==> src/verilog/nvm_regs_defs.vh <==
// Constants for the nonvolatile memory command and status block
`ifndef NVM_REGS_DEFS_VH
`define NVM_REGS_DEFS_VH

// I/O space offsets of the two registers
`define NVM_STATUS_OFFSET     6'h32
`define NVM_COMMAND_OFFSET    6'h33

// Reset values
`define NVM_STATUS_RESET      8'h00
`define NVM_COMMAND_RESET     6'h00

// Field positions
`define NVM_BUSY_BIT          7
`define NVM_CMD_MSB           5
`define NVM_CMD_LSB           0
`define NVM_CMD_WIDTH         6

// Command codes held in nvm_command_field
`define NO_OP_CODE               6'h00
`define FULL_ARRAY_ERASE_CODE    6'h10
`define REGION_ERASE_CODE        6'h14
`define SINGLE_WORD_PROGRAM_CODE 6'h1d

// Operation kinds issued to the array, one-hot
`define OP_KIND_WIDTH         3
`define OP_KIND_NONE          3'h0
`define OP_KIND_ERASE_ALL     3'h1
`define OP_KIND_ERASE_REGION  3'h2
`define OP_KIND_PROGRAM_WORD  3'h4

// Data-space word address of the lock word
`define LOCK_WORD_ADDR        15'h1f00

`endif

==> src/verilog/nvm_command_status_regs.v <==
// Command and status registers of the nonvolatile memory controller
`timescale 1ns/1ps
`include "nvm_regs_defs.vh"

// Behaviour
// - Busy rises when an operation starts and holds until it completes.
// - Busy covers operations on the flash array and on the lock bits.
// - Bits 6 to 0 of the status register always read as zero.
// - Command bits 7 and 6 read as zero; only bits 5 to 0 are writable.
// - A six-bit command field selects the action of the next trigger.
// - Command code zero makes a trigger do nothing.
// - Command 0x10 makes a trigger erase the code array and lock bits.
// - Command 0x14 makes a trigger erase the section of the addressed word.
// - Command 0x1D makes a trigger program the addressed word.
// - Command register writes are ignored while the busy flag is set.
// - Word programming buffers the low byte and starts on the high byte.
// - An erase starts on a write of any byte to the high byte of a word.
// - While programming, memory reads and other programming are blocked.

module nvm_command_status_regs (
    input  wire        mclk,
    input  wire        rst,
    // I/O space register port
    input  wire [5:0]  io_addr,
    input  wire [7:0]  io_wdata,
    input  wire        io_we,
    input  wire        io_re,
    output reg  [7:0]  io_rdata_reg,
    // Data-space port for the mapped memory
    input  wire [15:0] ds_addr,
    input  wire [7:0]  ds_wdata,
    input  wire        ds_we,
    input  wire        ds_re,
    output reg  [7:0]  ds_rdata_reg,
    output reg         ds_rvalid_reg,
    output reg         ds_blocked_reg,
    // Array side
    output wire        array_rd_en,
    output wire [14:0] array_rd_addr,
    input  wire [15:0] array_rdata,
    output reg         op_start_reg,
    output reg  [2:0]  op_kind_reg,
    output reg         op_lock_reg,
    output reg  [14:0] op_addr_reg,
    output reg  [15:0] op_data_reg,
    input  wire        op_done,
    // Status
    output wire        nvm_busy_flag
);

    ////////////////////////////////////////////////////////////////////////
    // Controller states

    localparam [1:0] ST_IDLE = 2'b01;
    localparam [1:0] ST_RUN  = 2'b10;

    reg  [1:0]  state_reg;
    reg  [1:0]  state_next;
    reg  [5:0]  cmd_reg;
    reg  [5:0]  cmd_next;

    // Next values of the output registers
    reg  [7:0]  io_rdata_next;
    reg  [7:0]  ds_rdata_next;
    reg         ds_rvalid_next;
    reg         ds_blocked_next;
    reg  [2:0]  op_kind_next;
    reg         op_lock_next;
    reg  [14:0] op_addr_next;
    reg  [15:0] op_data_next;

    wire [2:0]  dec_kind;
    wire        dec_defined;
    wire [7:0]  buf_low;
    wire [14:0] buf_addr;
    wire        buf_full;

    wire        busy;
    wire [14:0] ds_word;
    wire        ds_high;
    wire        hit_lock;
    wire        low_write;
    wire        high_write;
    wire        is_program;
    wire        program_ok;
    wire        trigger;
    wire        start;
    wire [15:0] start_data;
    wire        cmd_write;
    wire        rd_served;
    wire [7:0]  status_word;
    wire [7:0]  command_word;

    ////////////////////////////////////////////////////////////////////////
    // Data-space address split

    // Bit 0 picks the byte, the rest picks the word
    assign ds_word  = ds_addr[15:1];
    assign ds_high  = ds_addr[0];
    assign hit_lock = (ds_word == `LOCK_WORD_ADDR);

    // Busy is the run state; it spans the whole array operation
    assign busy          = state_reg[1];
    assign nvm_busy_flag = busy;

    ////////////////////////////////////////////////////////////////////////
    // Command decode

    nvm_cmd_decode u_decode (
        .cmd     (cmd_reg),
        .kind    (dec_kind),
        .defined (dec_defined)
    );

    ////////////////////////////////////////////////////////////////////////
    // Write sequencing on the data-space port

    // Writes while busy never reach the buffer or trigger anything
    assign low_write  = ds_we & ~busy & ~ds_high;
    assign high_write = ds_we & ~busy & ds_high;
    assign is_program = (dec_kind == `OP_KIND_PROGRAM_WORD);

    // Program needs the low byte of the same word buffered first
    assign program_ok = buf_full & (buf_addr == ds_word);

    // Erase starts on any high byte; program only after its low byte
    assign trigger = high_write & dec_defined &
                     (~is_program | program_ok);
    assign start   = trigger;

    assign start_data = {ds_wdata, buf_low};

    nvm_word_buffer u_buffer (
        .mclk         (mclk),
        .rst          (rst),
        .load         (low_write),
        .consume      (high_write),
        .word_addr    (ds_word),
        .low_byte     (ds_wdata),
        .low_byte_reg (buf_low),
        .addr_reg     (buf_addr),
        .full_reg     (buf_full)
    );

    ////////////////////////////////////////////////////////////////////////
    // Controller state machine

    // Leaves the run state only when the array reports completion
    always @* begin
        state_next = state_reg;
        case (state_reg)
            ST_IDLE: begin
                if (start) begin
                    state_next = ST_RUN;
                end
            end
            ST_RUN: begin
                if (op_done) begin
                    state_next = ST_IDLE;
                end
            end
            default: begin
                state_next = ST_IDLE;
            end
        endcase
    end

    always @(posedge mclk) begin
        if (rst) begin
            state_reg <= ST_IDLE;
        end else begin
            state_reg <= state_next;
        end
    end

    ////////////////////////////////////////////////////////////////////////
    // Operation issue to the array

    // Kind, address and data stay put for the whole operation
    always @* begin
        op_kind_next = op_kind_reg;
        op_lock_next = op_lock_reg;
        op_addr_next = op_addr_reg;
        op_data_next = op_data_reg;
        if (start) begin
            op_kind_next = dec_kind;
            op_addr_next = ds_word;
            op_data_next = start_data;
            // Full erase always clears the lock bits too
            op_lock_next = hit_lock |
                (dec_kind == `OP_KIND_ERASE_ALL);
        end
    end

    // Start is a one-cycle pulse; the rest moves only on a start
    always @(posedge mclk) begin
        if (rst) begin
            op_start_reg <= 1'b0;
            op_kind_reg  <= `OP_KIND_NONE;
            op_lock_reg  <= 1'b0;
            op_addr_reg  <= 15'h0000;
            op_data_reg  <= 16'h0000;
        end else begin
            op_start_reg <= start;
            op_kind_reg  <= op_kind_next;
            op_lock_reg  <= op_lock_next;
            op_addr_reg  <= op_addr_next;
            op_data_reg  <= op_data_next;
        end
    end

    ////////////////////////////////////////////////////////////////////////
    // Command register

    // Command writes land only while idle, so a running command is kept
    assign cmd_write = io_we & (io_addr == `NVM_COMMAND_OFFSET) & ~busy;

    // Upper two bits are not stored at all; writes ignored while busy
    always @* begin
        cmd_next = cmd_reg;
        if (cmd_write) begin
            cmd_next = io_wdata[`NVM_CMD_MSB:`NVM_CMD_LSB];
        end
    end

    always @(posedge mclk) begin
        if (rst) begin
            cmd_reg <= `NVM_COMMAND_RESET;
        end else begin
            cmd_reg <= cmd_next;
        end
    end

    ////////////////////////////////////////////////////////////////////////
    // Register images as read back

    // Reserved bits are constant zero and never stored
    assign status_word  = {busy, 7'h00};
    assign command_word = {2'b00, cmd_reg};

    ////////////////////////////////////////////////////////////////////////
    // I/O register read-back

    // Unmapped offsets and idle cycles read as zero
    always @* begin
        io_rdata_next = 8'h00;
        if (io_re) begin
            case (io_addr)
                `NVM_STATUS_OFFSET: begin
                    io_rdata_next = status_word;
                end
                `NVM_COMMAND_OFFSET: begin
                    io_rdata_next = command_word;
                end
                default: begin
                    io_rdata_next = 8'h00;
                end
            endcase
        end
    end

    // Answer stands for one cycle only, then falls back to zero
    always @(posedge mclk) begin
        if (rst) begin
            io_rdata_reg <= 8'h00;
        end else begin
            io_rdata_reg <= io_rdata_next;
        end
    end

    ////////////////////////////////////////////////////////////////////////
    // Memory reads on the data-space port

    // Array read only when idle, so a running operation is never disturbed
    assign rd_served     = ds_re & ~busy;
    assign array_rd_en   = rd_served;
    assign array_rd_addr = ds_word;

    // Blocked reads give zero and a flag instead of array data
    always @* begin
        ds_rdata_next   = 8'h00;
        ds_rvalid_next  = ds_re;
        ds_blocked_next = ds_re & busy;
        if (rd_served) begin
            ds_rdata_next = ds_high ? array_rdata[15:8]
                                    : array_rdata[7:0];
        end
    end

    // Answer one cycle after the read, served or blocked
    always @(posedge mclk) begin
        if (rst) begin
            ds_rdata_reg   <= 8'h00;
            ds_rvalid_reg  <= 1'b0;
            ds_blocked_reg <= 1'b0;
        end else begin
            ds_rdata_reg   <= ds_rdata_next;
            ds_rvalid_reg  <= ds_rvalid_next;
            ds_blocked_reg <= ds_blocked_next;
        end
    end

endmodule // nvm_command_status_regs

==> src/verilog/nvm_cmd_decode.v <==
// Decoder from command field to one-hot operation kind
`timescale 1ns/1ps
`include "nvm_regs_defs.vh"

module nvm_cmd_decode (
    input  wire [5:0] cmd,
    output reg  [2:0] kind,
    output reg        defined
);

    // Unknown codes map to no operation so a trigger does nothing
    always @* begin
        kind    = `OP_KIND_NONE;
        defined = 1'b0;
        case (cmd)
            `FULL_ARRAY_ERASE_CODE: begin
                kind    = `OP_KIND_ERASE_ALL;
                defined = 1'b1;
            end
            `REGION_ERASE_CODE: begin
                kind    = `OP_KIND_ERASE_REGION;
                defined = 1'b1;
            end
            `SINGLE_WORD_PROGRAM_CODE: begin
                kind    = `OP_KIND_PROGRAM_WORD;
                defined = 1'b1;
            end
            default: begin
                kind    = `OP_KIND_NONE;
                defined = 1'b0;
            end
        endcase
    end

endmodule // nvm_cmd_decode

==> src/verilog/nvm_word_buffer.v <==
// Temporary holder for the low byte of a word being programmed
`timescale 1ns/1ps
`include "nvm_regs_defs.vh"

module nvm_word_buffer (
    input  wire        mclk,
    input  wire        rst,
    input  wire        load,
    input  wire        consume,
    input  wire [14:0] word_addr,
    input  wire [7:0]  low_byte,
    output reg  [7:0]  low_byte_reg,
    output reg  [14:0] addr_reg,
    output reg         full_reg
);

    // Low byte waits here until the next high-byte write, to any word, arrives
    always @(posedge mclk) begin
        if (rst) begin
            low_byte_reg <= 8'h00;
            addr_reg     <= 15'h0000;
            full_reg     <= 1'b0;
        end else if (load) begin
            low_byte_reg <= low_byte;
            addr_reg     <= word_addr;
            full_reg     <= 1'b1;
        end else if (consume) begin
            full_reg     <= 1'b0;
        end
    end

endmodule // nvm_word_buffer

==> config.mk <==
export PLATFORM = sky130hd
export DESIGN_NAME = nvm_command_status_regs
export DESIGN_NICKNAME = d
export VERILOG_FILES = /design/src/verilog/nvm_command_status_regs.v /design/src/verilog/nvm_cmd_decode.v /design/src/verilog/nvm_word_buffer.v
export VERILOG_INCLUDE_DIRS = /design/src /design/src/verilog
export SDC_FILE = /design/constraint.sdc
export NUM_CORES = 1
export LEC_CHECK = 0
export BUFFER_PORTS_ARGS = -buffer_cell sky130_fd_sc_hd__buf_4
export CORE_ASPECT_RATIO = 1.5
export CORE_MARGIN = 4
export CORE_UTILIZATION = 35
export CTS_BUF_LIST = sky130_fd_sc_hd__clkbuf_4
export CTS_CLUSTER_DIAMETER = 50
export CTS_CLUSTER_SIZE = 14
export DETAILED_ROUTE_END_ITERATION = 8
export PLACE_DENSITY = 0.63
export SLEW_MARGIN = 25
export SYNTH_ARGS = -nofsm -noshare
export SYNTH_HDL_FRONTEND = slang
export SYNTH_SLANG_ARGS = --single-unit
==> constraint.sdc <==
create_clock -name mclk -period 3.1 [get_ports mclk]
set_input_delay 0.31 -clock mclk [delete_from_list [all_inputs] [get_ports mclk]]
set_output_delay 0.31 -clock mclk [all_outputs]
set_load 0.02 [all_outputs]
# After elaboration in Yosys (flattened, before gate mapping)
# Cells that the tools add are included.
# word_totals
reg_bits	86
out_inout_bits	71
elab_cells	58
# op_classes
eq_ne	13
muxes	9
bitwise	17
n_reduce_logical	5
# op_table
cell	count
$eq A6 B5 Y1 const B	3
$pmux W8 S2	1
$eq A15 B13 Y1 const B	1
$eq A15 B15 Y1	1
$eq A6 B6 Y1 const B	2
$and A1 B1 Y1	10
$pmux W3 S3	1
$mux W8	1
$not A1 Y1	5
$mux W2	2
$ne A2 B2 Y1 const B	2
$pmux W2 S2	1
$reduce_or A2 Y1	2
$eq A3 B1 Y1 const B	1
$eq A3 B3 Y1 const B	1
$mux W1	3
$reduce_or A3 Y1	1
$eq A2 B1 Y1 const B	1
$eq A2 B2 Y1 const B	1
$or A1 B1 Y1	2
$reduce_and A2 Y1	1
$reduce_bool A2 Y1	1

# Depth between registers and ports, before layout
# Gate-level depths: netlist of run 1.
# depth
depth_word	8
mapped_depth	7
depth_no_buf	5

# Modules after synthesis
# A second synthesis of run 1 with hierarchy kept.
# hier_totals
hier_cells	408
area_unflattened_um2	3851.2
# by_module_without_submodules
mod	n_inst	cells_each	area_per_inst_um2	seq_area_each_um2
nvm_command_status_regs	1	322	2934.1	1221.2
nvm_word_buffer	1	78	872.1	480.5
nvm_cmd_decode	1	8	45.0	0.0

# Worst setup path after synthesis of run 1
# No wires, ideal clock.
# synth_path
path_type	input port to flip-flop
startpoint	in ds_addr[3]
endpoint	reg op_addr_reg[0]
arrival_ns	1.959
t_required_ns	2.982
setup_slack_ns	1.023
path_stages	7
path_cell_list	xor2_1 -> or4_1 -> or4_1 -> o21a_1 -> buf_6 -> buf_12 -> mux2i_1
# synth_between
elab_chain_cells	4
# synth_lines
item	line_no	source
from (decl)	nvm_command_status_regs.v:30	input wire [15:0] ds_addr,
$eq A15 B15 Y1	nvm_command_status_regs.v:124	assign program_ok = buf_full & (buf_addr == ds_word);
$and A1 B1 Y1	nvm_command_status_regs.v:124	
$or A1 B1 Y1	nvm_command_status_regs.v:128	(~is_program | program_ok);
$and A1 B1 Y1	nvm_command_status_regs.v:127	assign trigger = high_write & dec_defined &
to (signal assigned)	nvm_command_status_regs.v:207	op_addr_reg <= op_addr_next;
to (decl)	nvm_command_status_regs.v:44	output reg [14:0] op_addr_reg,
# No other way between the ends.
# A chain may end at the register's enable or synchronous reset.

# Worst setup path in the final report of run 1
# layout_path
startpoint	reg cmd_reg[2]
endpoint	reg op_addr_reg[3]
# layout_between
elab_chain_cells	6
elab_cells_between_ends	11
# layout_lines
item	line_no	source
from (decl)	nvm_command_status_regs.v:59	reg [5:0] cmd_reg;
from (signal assigned)	nvm_command_status_regs.v:228	cmd_reg <= `NVM_COMMAND_RESET;
from (signal assigned)	nvm_command_status_regs.v:230	cmd_reg <= cmd_next;
$eq A6 B5 Y1	nvm_cmd_decode.v:15	case (cmd)
$pmux W3 S3	nvm_cmd_decode.v:15	
$eq A3 B3 Y1 (no source line)	n/a	
$not A1 Y1	nvm_command_status_regs.v:128	
$or A1 B1 Y1	nvm_command_status_regs.v:128	
$and A1 B1 Y1 (*)	nvm_command_status_regs.v:127	
# Mark *: on every way between the ends. The rest lies on a longest branch, timed or not.

==> results of run 1 <==
## report_power, final
part / internal (mW) / total [mW] / switching, mW
clock network: 0.227 / 0.572 / 0.345
logic: 0.105 / 0.228 / 0.123
registers: 1.11 / 1.12 / 0.00968
## kinds of logic after synthesis
kind of cell | after synthesis | synth area share
mux | 45 | 0.127
xor+xnor | 15 | 0.0370
compound gates | 35 | 0.0585
buf+inv | 38 | 0.0730
other cells | 1 | 0.00106
flops | 85 | 0.480
simple gates | 179 | 0.224
## critical path, cell delays in order (launching register included)
cell	delay [ns]
dfxtp_1	0.46
nand4_1	0.16
or4_1	0.43
or4_1	0.45
o21a_2	0.41
buf_12	0.25
mux2i_1	0.13
## timing repair
action                                 CTS  global route
hold buffers                             1             0
endpoints found under the hold margin    1             0
setup buffers                            0             0
resized for setup                        0             0
## cell type report
cell class	instances	area (um^2)	share of cell area
inverter	1	3.75	0.000821
antenna	1	2.50	0.000547
sequential	85	1700	0.372
tap	115	144	0.0315
clock buffer	9	67.6	0.0148
timing repair buffer	134	1020	0.223
multi-input combinational	275	1590	0.348
clock inverter	4	42.5	0.00930
## final timing paths
check / depth (start not counted) / to / from / slack, ns
max: 6 / op_addr_reg[3]$_SDFFE_PP0P_ / cmd_reg[2]$_SDFFE_PP0P_ / 0.70
min: 2 / state_reg[1]$_SDFFE_PP0P_ / op_done / 0.06
max reg2reg: 6 / op_addr_reg[3]$_SDFFE_PP0P_ / cmd_reg[2]$_SDFFE_PP0P_ / 0.70
min reg2reg: 2 / op_data_reg[0]$_SDFFE_PP0P_ / u_buffer.low_byte_reg[0]$_SDFFE_PP0P_ / 0.46
## per-stage QoR
step / cells / hold slack, ns
after CTS: 623 / 0.0302
after global routing: 624 / 0.0565
after floorplan: 398 / 0.387
final: 624 / 0.0556
after detailed placement: 609 / 0.447
after global placement: 609 / 0.441
## per-layer routing
metal	vias up	global-route usage	wire [um]
met5	-	0	0
met4	0	0.0869	357
met3	25	0.0458	450
met2	89	0.275	4570
met1	1363	0.149	3330
li1	1516	-	-
## synthesized netlist by cell type, types with 5 or more instances
library cell	n	share of area
nand2_1	115	0.12
dfxtp_1	85	0.48
mux2i_1	45	0.13
a21oi_1	25	0.035
nor2_1	20	0.021
buf_4	16	0.034
clkbuf_1	15	0.016
xnor2_1	10	0.025
nand4_1	9	0.016
and2_1	7	0.012
nor2b_1	5	0.0088
nor3_1	5	0.0071
xor2_1	5	0.012
==> summary.txt, run 1 <==
Run status
  • Status: finished clean

Clock tree
  • Skew-Pair Late Insertion Delay: ~0.45 ns
  • Cts bufs inserted: 9
  • # clock sinks: 85
  • Root buffer cell: clkbuf_4
  • H-tree depth: 3
  • CTS tree: yes
  • CTS max path bufs: 2
  • Worst-path clk slew: around 0.12 ns

Global routing
  • Gr ovfl total: 0
  • GRT Overall Usage: 0.151
  • Largest net degree at the start of global routing: between 50 and 60
  • Vias in the first global route: ~3000
  • First-pass GRT wire length: approximately 14000 um
  • Initial antenna violation count: 1

Final layout
  • Final Cell Area: roughly 4600 um^2
  • Fraction of layout cells with a size suffix above 1: 0.299
  • Commonest non-fill, non-tap cell in the layout: buf_4
  • Max reg flops: 16
  • Area Overhead vs Synth: 28.8%
  • Fillers: between 900 and 1000
  • Fin util: 0.467
  • Most frequent cells in the layout: buf_4 (132), nand2_1 (115), dfxtp_1 (85), mux2i_1 (45), a21oi_1 (25)
  • Final #Nets: approximately 570

Yosys
  • Syn Nets: approximately 460
  • Register area share after synthesis: 0.480
  • Synth Flop Type: dfxtp_1
  • EDFF count, synth: 0
  • Syn Std Cell Area: 3550 um^2
  • Ys Warns: 0
  • Avg Cell Area, Syn: approximately 8.9 um^2
  • Synth cell types: 37
  • Ys async rst share: 0
  • Syn Inst Count: between 300 and 400
  • Register bit count reported by yosys: 85

STA
  • Setup Skew: about 0.016 ns
  • Final Hold Viols: 0
  • RSZ-0062 raised after global routing: no
  • Slew HR: 0.392
  • Peak Freq: ~420 MHz
  • Setup TNS: 0 ns
  • Least-Margin Pin Slew: roughly 0.9 ns
  • Final setup viols: 0
  • Setup ws final: approximately 0.70 ns
  • Fin. max-slew vios: 0
  • Tcrit/Tclk final: 0.775
  • Crit path time final: approximately 2.4 ns

Power and ir drop
  • Worst IR Drop VDD: approximately 0.0002 V
  • Power Total: ~1.9 mW
  • Pwr/cell area: approximately 420 nW/um^2
  • Leakage power: between 2 and 2.5 nW

Placed design
  • Port bufs: 128
  • Worst slack, placed: a little under 0.6 ns
  • HPWL after DPL: between 6000 and 7000 um
  • GPL Wtd Cong: 0.817
  • Placed instance area: about 4400 um^2

Setup path
  • Critical path type: flip-flop to flip-flop
  • Crit-path max FO: 20
  • Critical Path Start Type: flip-flop
  • Worst endpoint required time: ~3.4 ns
  • Worst path arrival time: roughly 2.7 ns
  • Crit end category: flip-flop

Route
  • Post-route antenna net violation count: 0
  • Final wirelength: 8710 um
  • Via/cell ratio: about 4.8
  • Initial drt markers: 83
  • DRC viols: 0
  • First-pass DRT Iterations: 4
  • Routed vias: between 2000 and 3000
  • Routed WL per cell: between 10 and 15 um

Die
  • Die X: 90.2 um
  • Die Height: about 130 um
  • Core outline area: approximately 9800 um^2
  • Cell Rows: 44
  • Num ports: between 100 and 150
  • Die area: 11800 um^2
  • Starting density of the core: 0.362

Min path
  • Worst min path class: input pin to flip-flop

Job
  • Max_cap viols: 0
Note: power is estimated with default switching activity, not from simulation.
==> inputs of run 2 (changes only) <==
--- a/config.mk
+++ b/config.mk
@@ -6,6 +6,7 @@
 export SDC_FILE = /design/constraint.sdc
 export NUM_CORES = 1
 export LEC_CHECK = 0
+export ABC_AREA = 1
 export BUFFER_PORTS_ARGS = -buffer_cell sky130_fd_sc_hd__buf_4
 export CORE_ASPECT_RATIO = 1.5
 export CORE_MARGIN = 4
@@ -14,7 +15,7 @@
 export CTS_CLUSTER_DIAMETER = 50
 export CTS_CLUSTER_SIZE = 14
 export DETAILED_ROUTE_END_ITERATION = 8
-export PLACE_DENSITY = 0.63
+export PLACE_DENSITY = 0.65
 export SLEW_MARGIN = 25
 export SYNTH_ARGS = -nofsm -noshare
 export SYNTH_HDL_FRONTEND = slang
==> constraint.sdc (replaced) <==
create_clock -name mclk -period 1.95 [get_ports mclk]
set_input_delay 0.195 -clock mclk [delete_from_list [all_inputs] [get_ports mclk]]
set_output_delay 0.195 -clock mclk [all_outputs]
set_load 0.02 [all_outputs]
==> run 2 against run 1 <==
Compared with the run above:
- count of clock-buffer cells in the layout grew 2
- sequential cell count unchanged
- clock skew down 0.0040 ns
- hold slack worse by 0.0088 ns
- cell count rose by 29%
- combinational power is 140% higher
- non-clock buffer count grew 23
- power is 67% higher
- die area up 5.5%
- setup slack got worse by 0.57 ns
- largest cell class unchanged
- sequential share of layout area down 3.5 points
==> summary.txt, run 2 <==
Run status
  • Status: finished clean

Setup path
  • Crit end category: flip-flop
  • Slowest stage delay, CP: 0.56 ns
  • Highest-delay cell along the critical path: dlygate4sd3_1
  • Reg2reg end: ds_rdata_reg[3]$_SDFF_PP0_
  • Crit-path most repeated cell: dlygate4sd3_1
  • Worst path arrival time: approximately 2.2 ns
  • Worst path top cell family by delay: buffers and inverters
  • Worst R2R Start: state_reg[1]$_SDFFE_PP0P_
  • Critical Path Start Type: input pin
  • Worst endpoint required time: between 2 and 2.5 ns
  • Critical path type: input pin to flip-flop
  • Cell Chain, Critical Path: dlygate4sd3_1 -> buf_4 -> clkinv_1 -> nand3b_1 -> nor3_1 -> dlygate4sd3_1
  • Reg2reg path depth: 4
  • Crit-path max FO: 10
  • CP Buf/Inv Count: 4
  • R2r setup slk: 0.27 ns

STA
  • Tcrit/Tclk final: 0.936
  • Final setup viols: 0
  • Setup Skew: 0.0121 ns
  • Peak Freq: 548 MHz
  • Final Hold Viols: 0
  • RSZ-0062 raised after global routing: no
  • Fin. max-slew vios: 0
  • Worst hold slack: 0.0468 ns
  • Crit path time final: roughly 1.8 ns
  • Setup TNS: 0 ns

Final layout
  • Commonest non-fill, non-tap cell in the layout: buf_4
  • Fraction of layout cells with a size suffix above 1: 0.242
  • N_diodes: 0
  • Final #Nets: between 700 and 800
  • Max reg flops: 16
  • Fillers: 1100
  • Area Overhead vs Synth: 34.4%
  • Most frequent cells in the layout: buf_4 (133), nand2_1 (118), dfxtp_1 (85), a21oi_1 (73), nor2_1 (56)

Yosys
  • Ys Warns: 0
  • Register area share after synthesis: 0.453
  • Synth area leader: dfxtp_1
  • Avg Cell Area, Syn: a little over 7 um^2
  • Syn Std Cell Area: around 3800 um^2
  • Synth Flop Type: dfxtp_1
  • Ys async rst share: 0
  • Synth cell types: 24
  • Top-count cell post-synth: nand2_1
  • Syn Nets: a little under 600
  • Synth top cells by count: nand2_1 (118), dfxtp_1 (85), a21oi_1 (73)
  • EDFF count, synth: 0
  • Area contributors post-synth: dfxtp_1 (45%), nand2_1 (12%), a21oi_1 (9.7%), nor2_1 (5.6%), inv_1 (5.4%)
  • Syn Inst Count: ~530
  • Register bit count reported by yosys: 85
  • Yosys top cell area share: 0.453

Min path
  • Hold wc startpoint: io_wdata[5]
  • Hold depth: 3
  • Hold Path End: cmd_reg[5]$_SDFFE_PP0P_
  • Worst min path class: input pin to flip-flop

Die
  • Die Height: ~130 um
  • Num ports: between 100 and 150
  • Die X: ~90 um
  • Die area: between 10000 and 15000 um^2
  • Cell Rows: 46
  • Starting density of the core: 0.357
  • Core outline area: approximately 11000 um^2

Clock tree
  • CTS tree: yes
  • Worst-path clk slew: approximately 0.13 ns
  • CTS max path bufs: 2
  • H-tree depth: 3
  • Cts bufs inserted: 9
  • Skew-Pair Late Insertion Delay: approximately 0.43 ns
  • Root buffer cell: clkbuf_4
  • # clock sinks: 85

Placed design
  • GPL Wtd Cong: ~0.85
  • HPWL after DPL: around 7400 um
  • Port bufs: approximately 130

Global routing
  • GRT Overall Usage: 0.162
  • First-pass GRT wire length: 16500 um
  • Gr ovfl total: 0
  • Largest net degree at the start of global routing: between 60 and 70
  • Vias in the first global route: between 3000 and 4000
  • Initial antenna violation count: 0

Power and ir drop
  • Pwr/cell area: 637 nW/um^2
  • Leakage power: 2.35 nW
  • Worst IR Drop VDD: ~0.00043 V

Route
  • Via/cell ratio: about 4.6
  • Routed vias: 3736
  • First-pass DRT Iterations: 4
  • DRC viols: 0
  • Final wirelength: between 10000 and 15000 um
  • Post-route antenna net violation count: 0
  • Initial drt markers: 155
  • Routed WL per cell: between 10 and 15 um

Job
  • Max_cap viols: 0
## run 2: repair_timing
action                                  CTS  global route
hold buffers                             20             0
setup buffers                             0             2
hold endpoints to repair                 16             0
resized for setup                         0             0
endpoints found under the setup margin    0             5
## run 2: logic make-up after synthesis
group / count (synthesis) / synth area share
compound gates: 103 / 0.138
flops: 85 / 0.453
buf+inv: 99 / 0.130
xor+xnor: 1 / 0.00233
other cells: 1 / 0.000997
simple gates: 240 / 0.276
## run 2: layout make-up
cell class	instances	area [um^2]	area share
clock inverter	5	27.5	0.00545
tap	144	180	0.0357
sequential	85	1700	0.337
inverter	57	214	0.0423
timing repair buffer	157	1280	0.253
clock buffer	11	82.6	0.0163
multi-input combinational	345	1570	0.310
## run 2: how the worst max path moves through the flow
stage	startpoint	endpoint	slack (ns)	depth (start not counted)
2_1_floorplan	state_reg[1]$_SDFFE_PP0P_	op_addr_reg[10]$_SDFFE_PP0P_	0.51	7
3_3_place_gp	cmd_reg[4]$_SDFFE_PP0P_	op_data_reg[15]$_SDFFE_PP0P_	0.27	10
3_5_place_dp	cmd_reg[0]$_SDFFE_PP0P_	op_data_reg[13]$_SDFFE_PP0P_	0.26	10
5_1_grt	rst	io_rdata_reg[7]$_SDFF_PP0_	0.008	6
6_report	rst	io_rdata_reg[7]$_SDFF_PP0_	0.12	6
4_1_cts	rst	io_rdata_reg[7]$_SDFF_PP0_	0.15	6
## run 2: power by group
part	switching, mW	internal [mW]
combinational	0.308	0.238
sequential	0.0242	1.79
clock	0.574	0.281
## run 2: routing by layer
metal / part of all wire / track usage / vias to the layer above
li1: - / - / 1922
met4: 0.017 / 0.0579 / 0
met3: 0.063 / 0.0479 / 13
met2: 0.53 / 0.301 / 105
met1: 0.39 / 0.170 / 1696
met5: 0 / 0 / -
## run 2: through the flow
stage	power (mW)	cells	worst slack [ns]	utilization	instance area [um^2]
after floorplan	2.17	529	0.506	-	3760
after global placement	2.36	766	0.266	0.449	4730
after detailed placement	2.38	766	0.258	0.449	4730
after CTS	3.26	802	0.153	0.478	5040
after global routing	3.40	804	0.00761	0.480	5050
final	3.22	804	0.125	0.480	5050
## run 2: worst reg2reg max path: cells and delay by family (launching register included)
family	cells	cell delay [ns]
buf+inv	2	0.80
flops	1	0.37
simple gates	1	0.26
compound gates	1	0.20
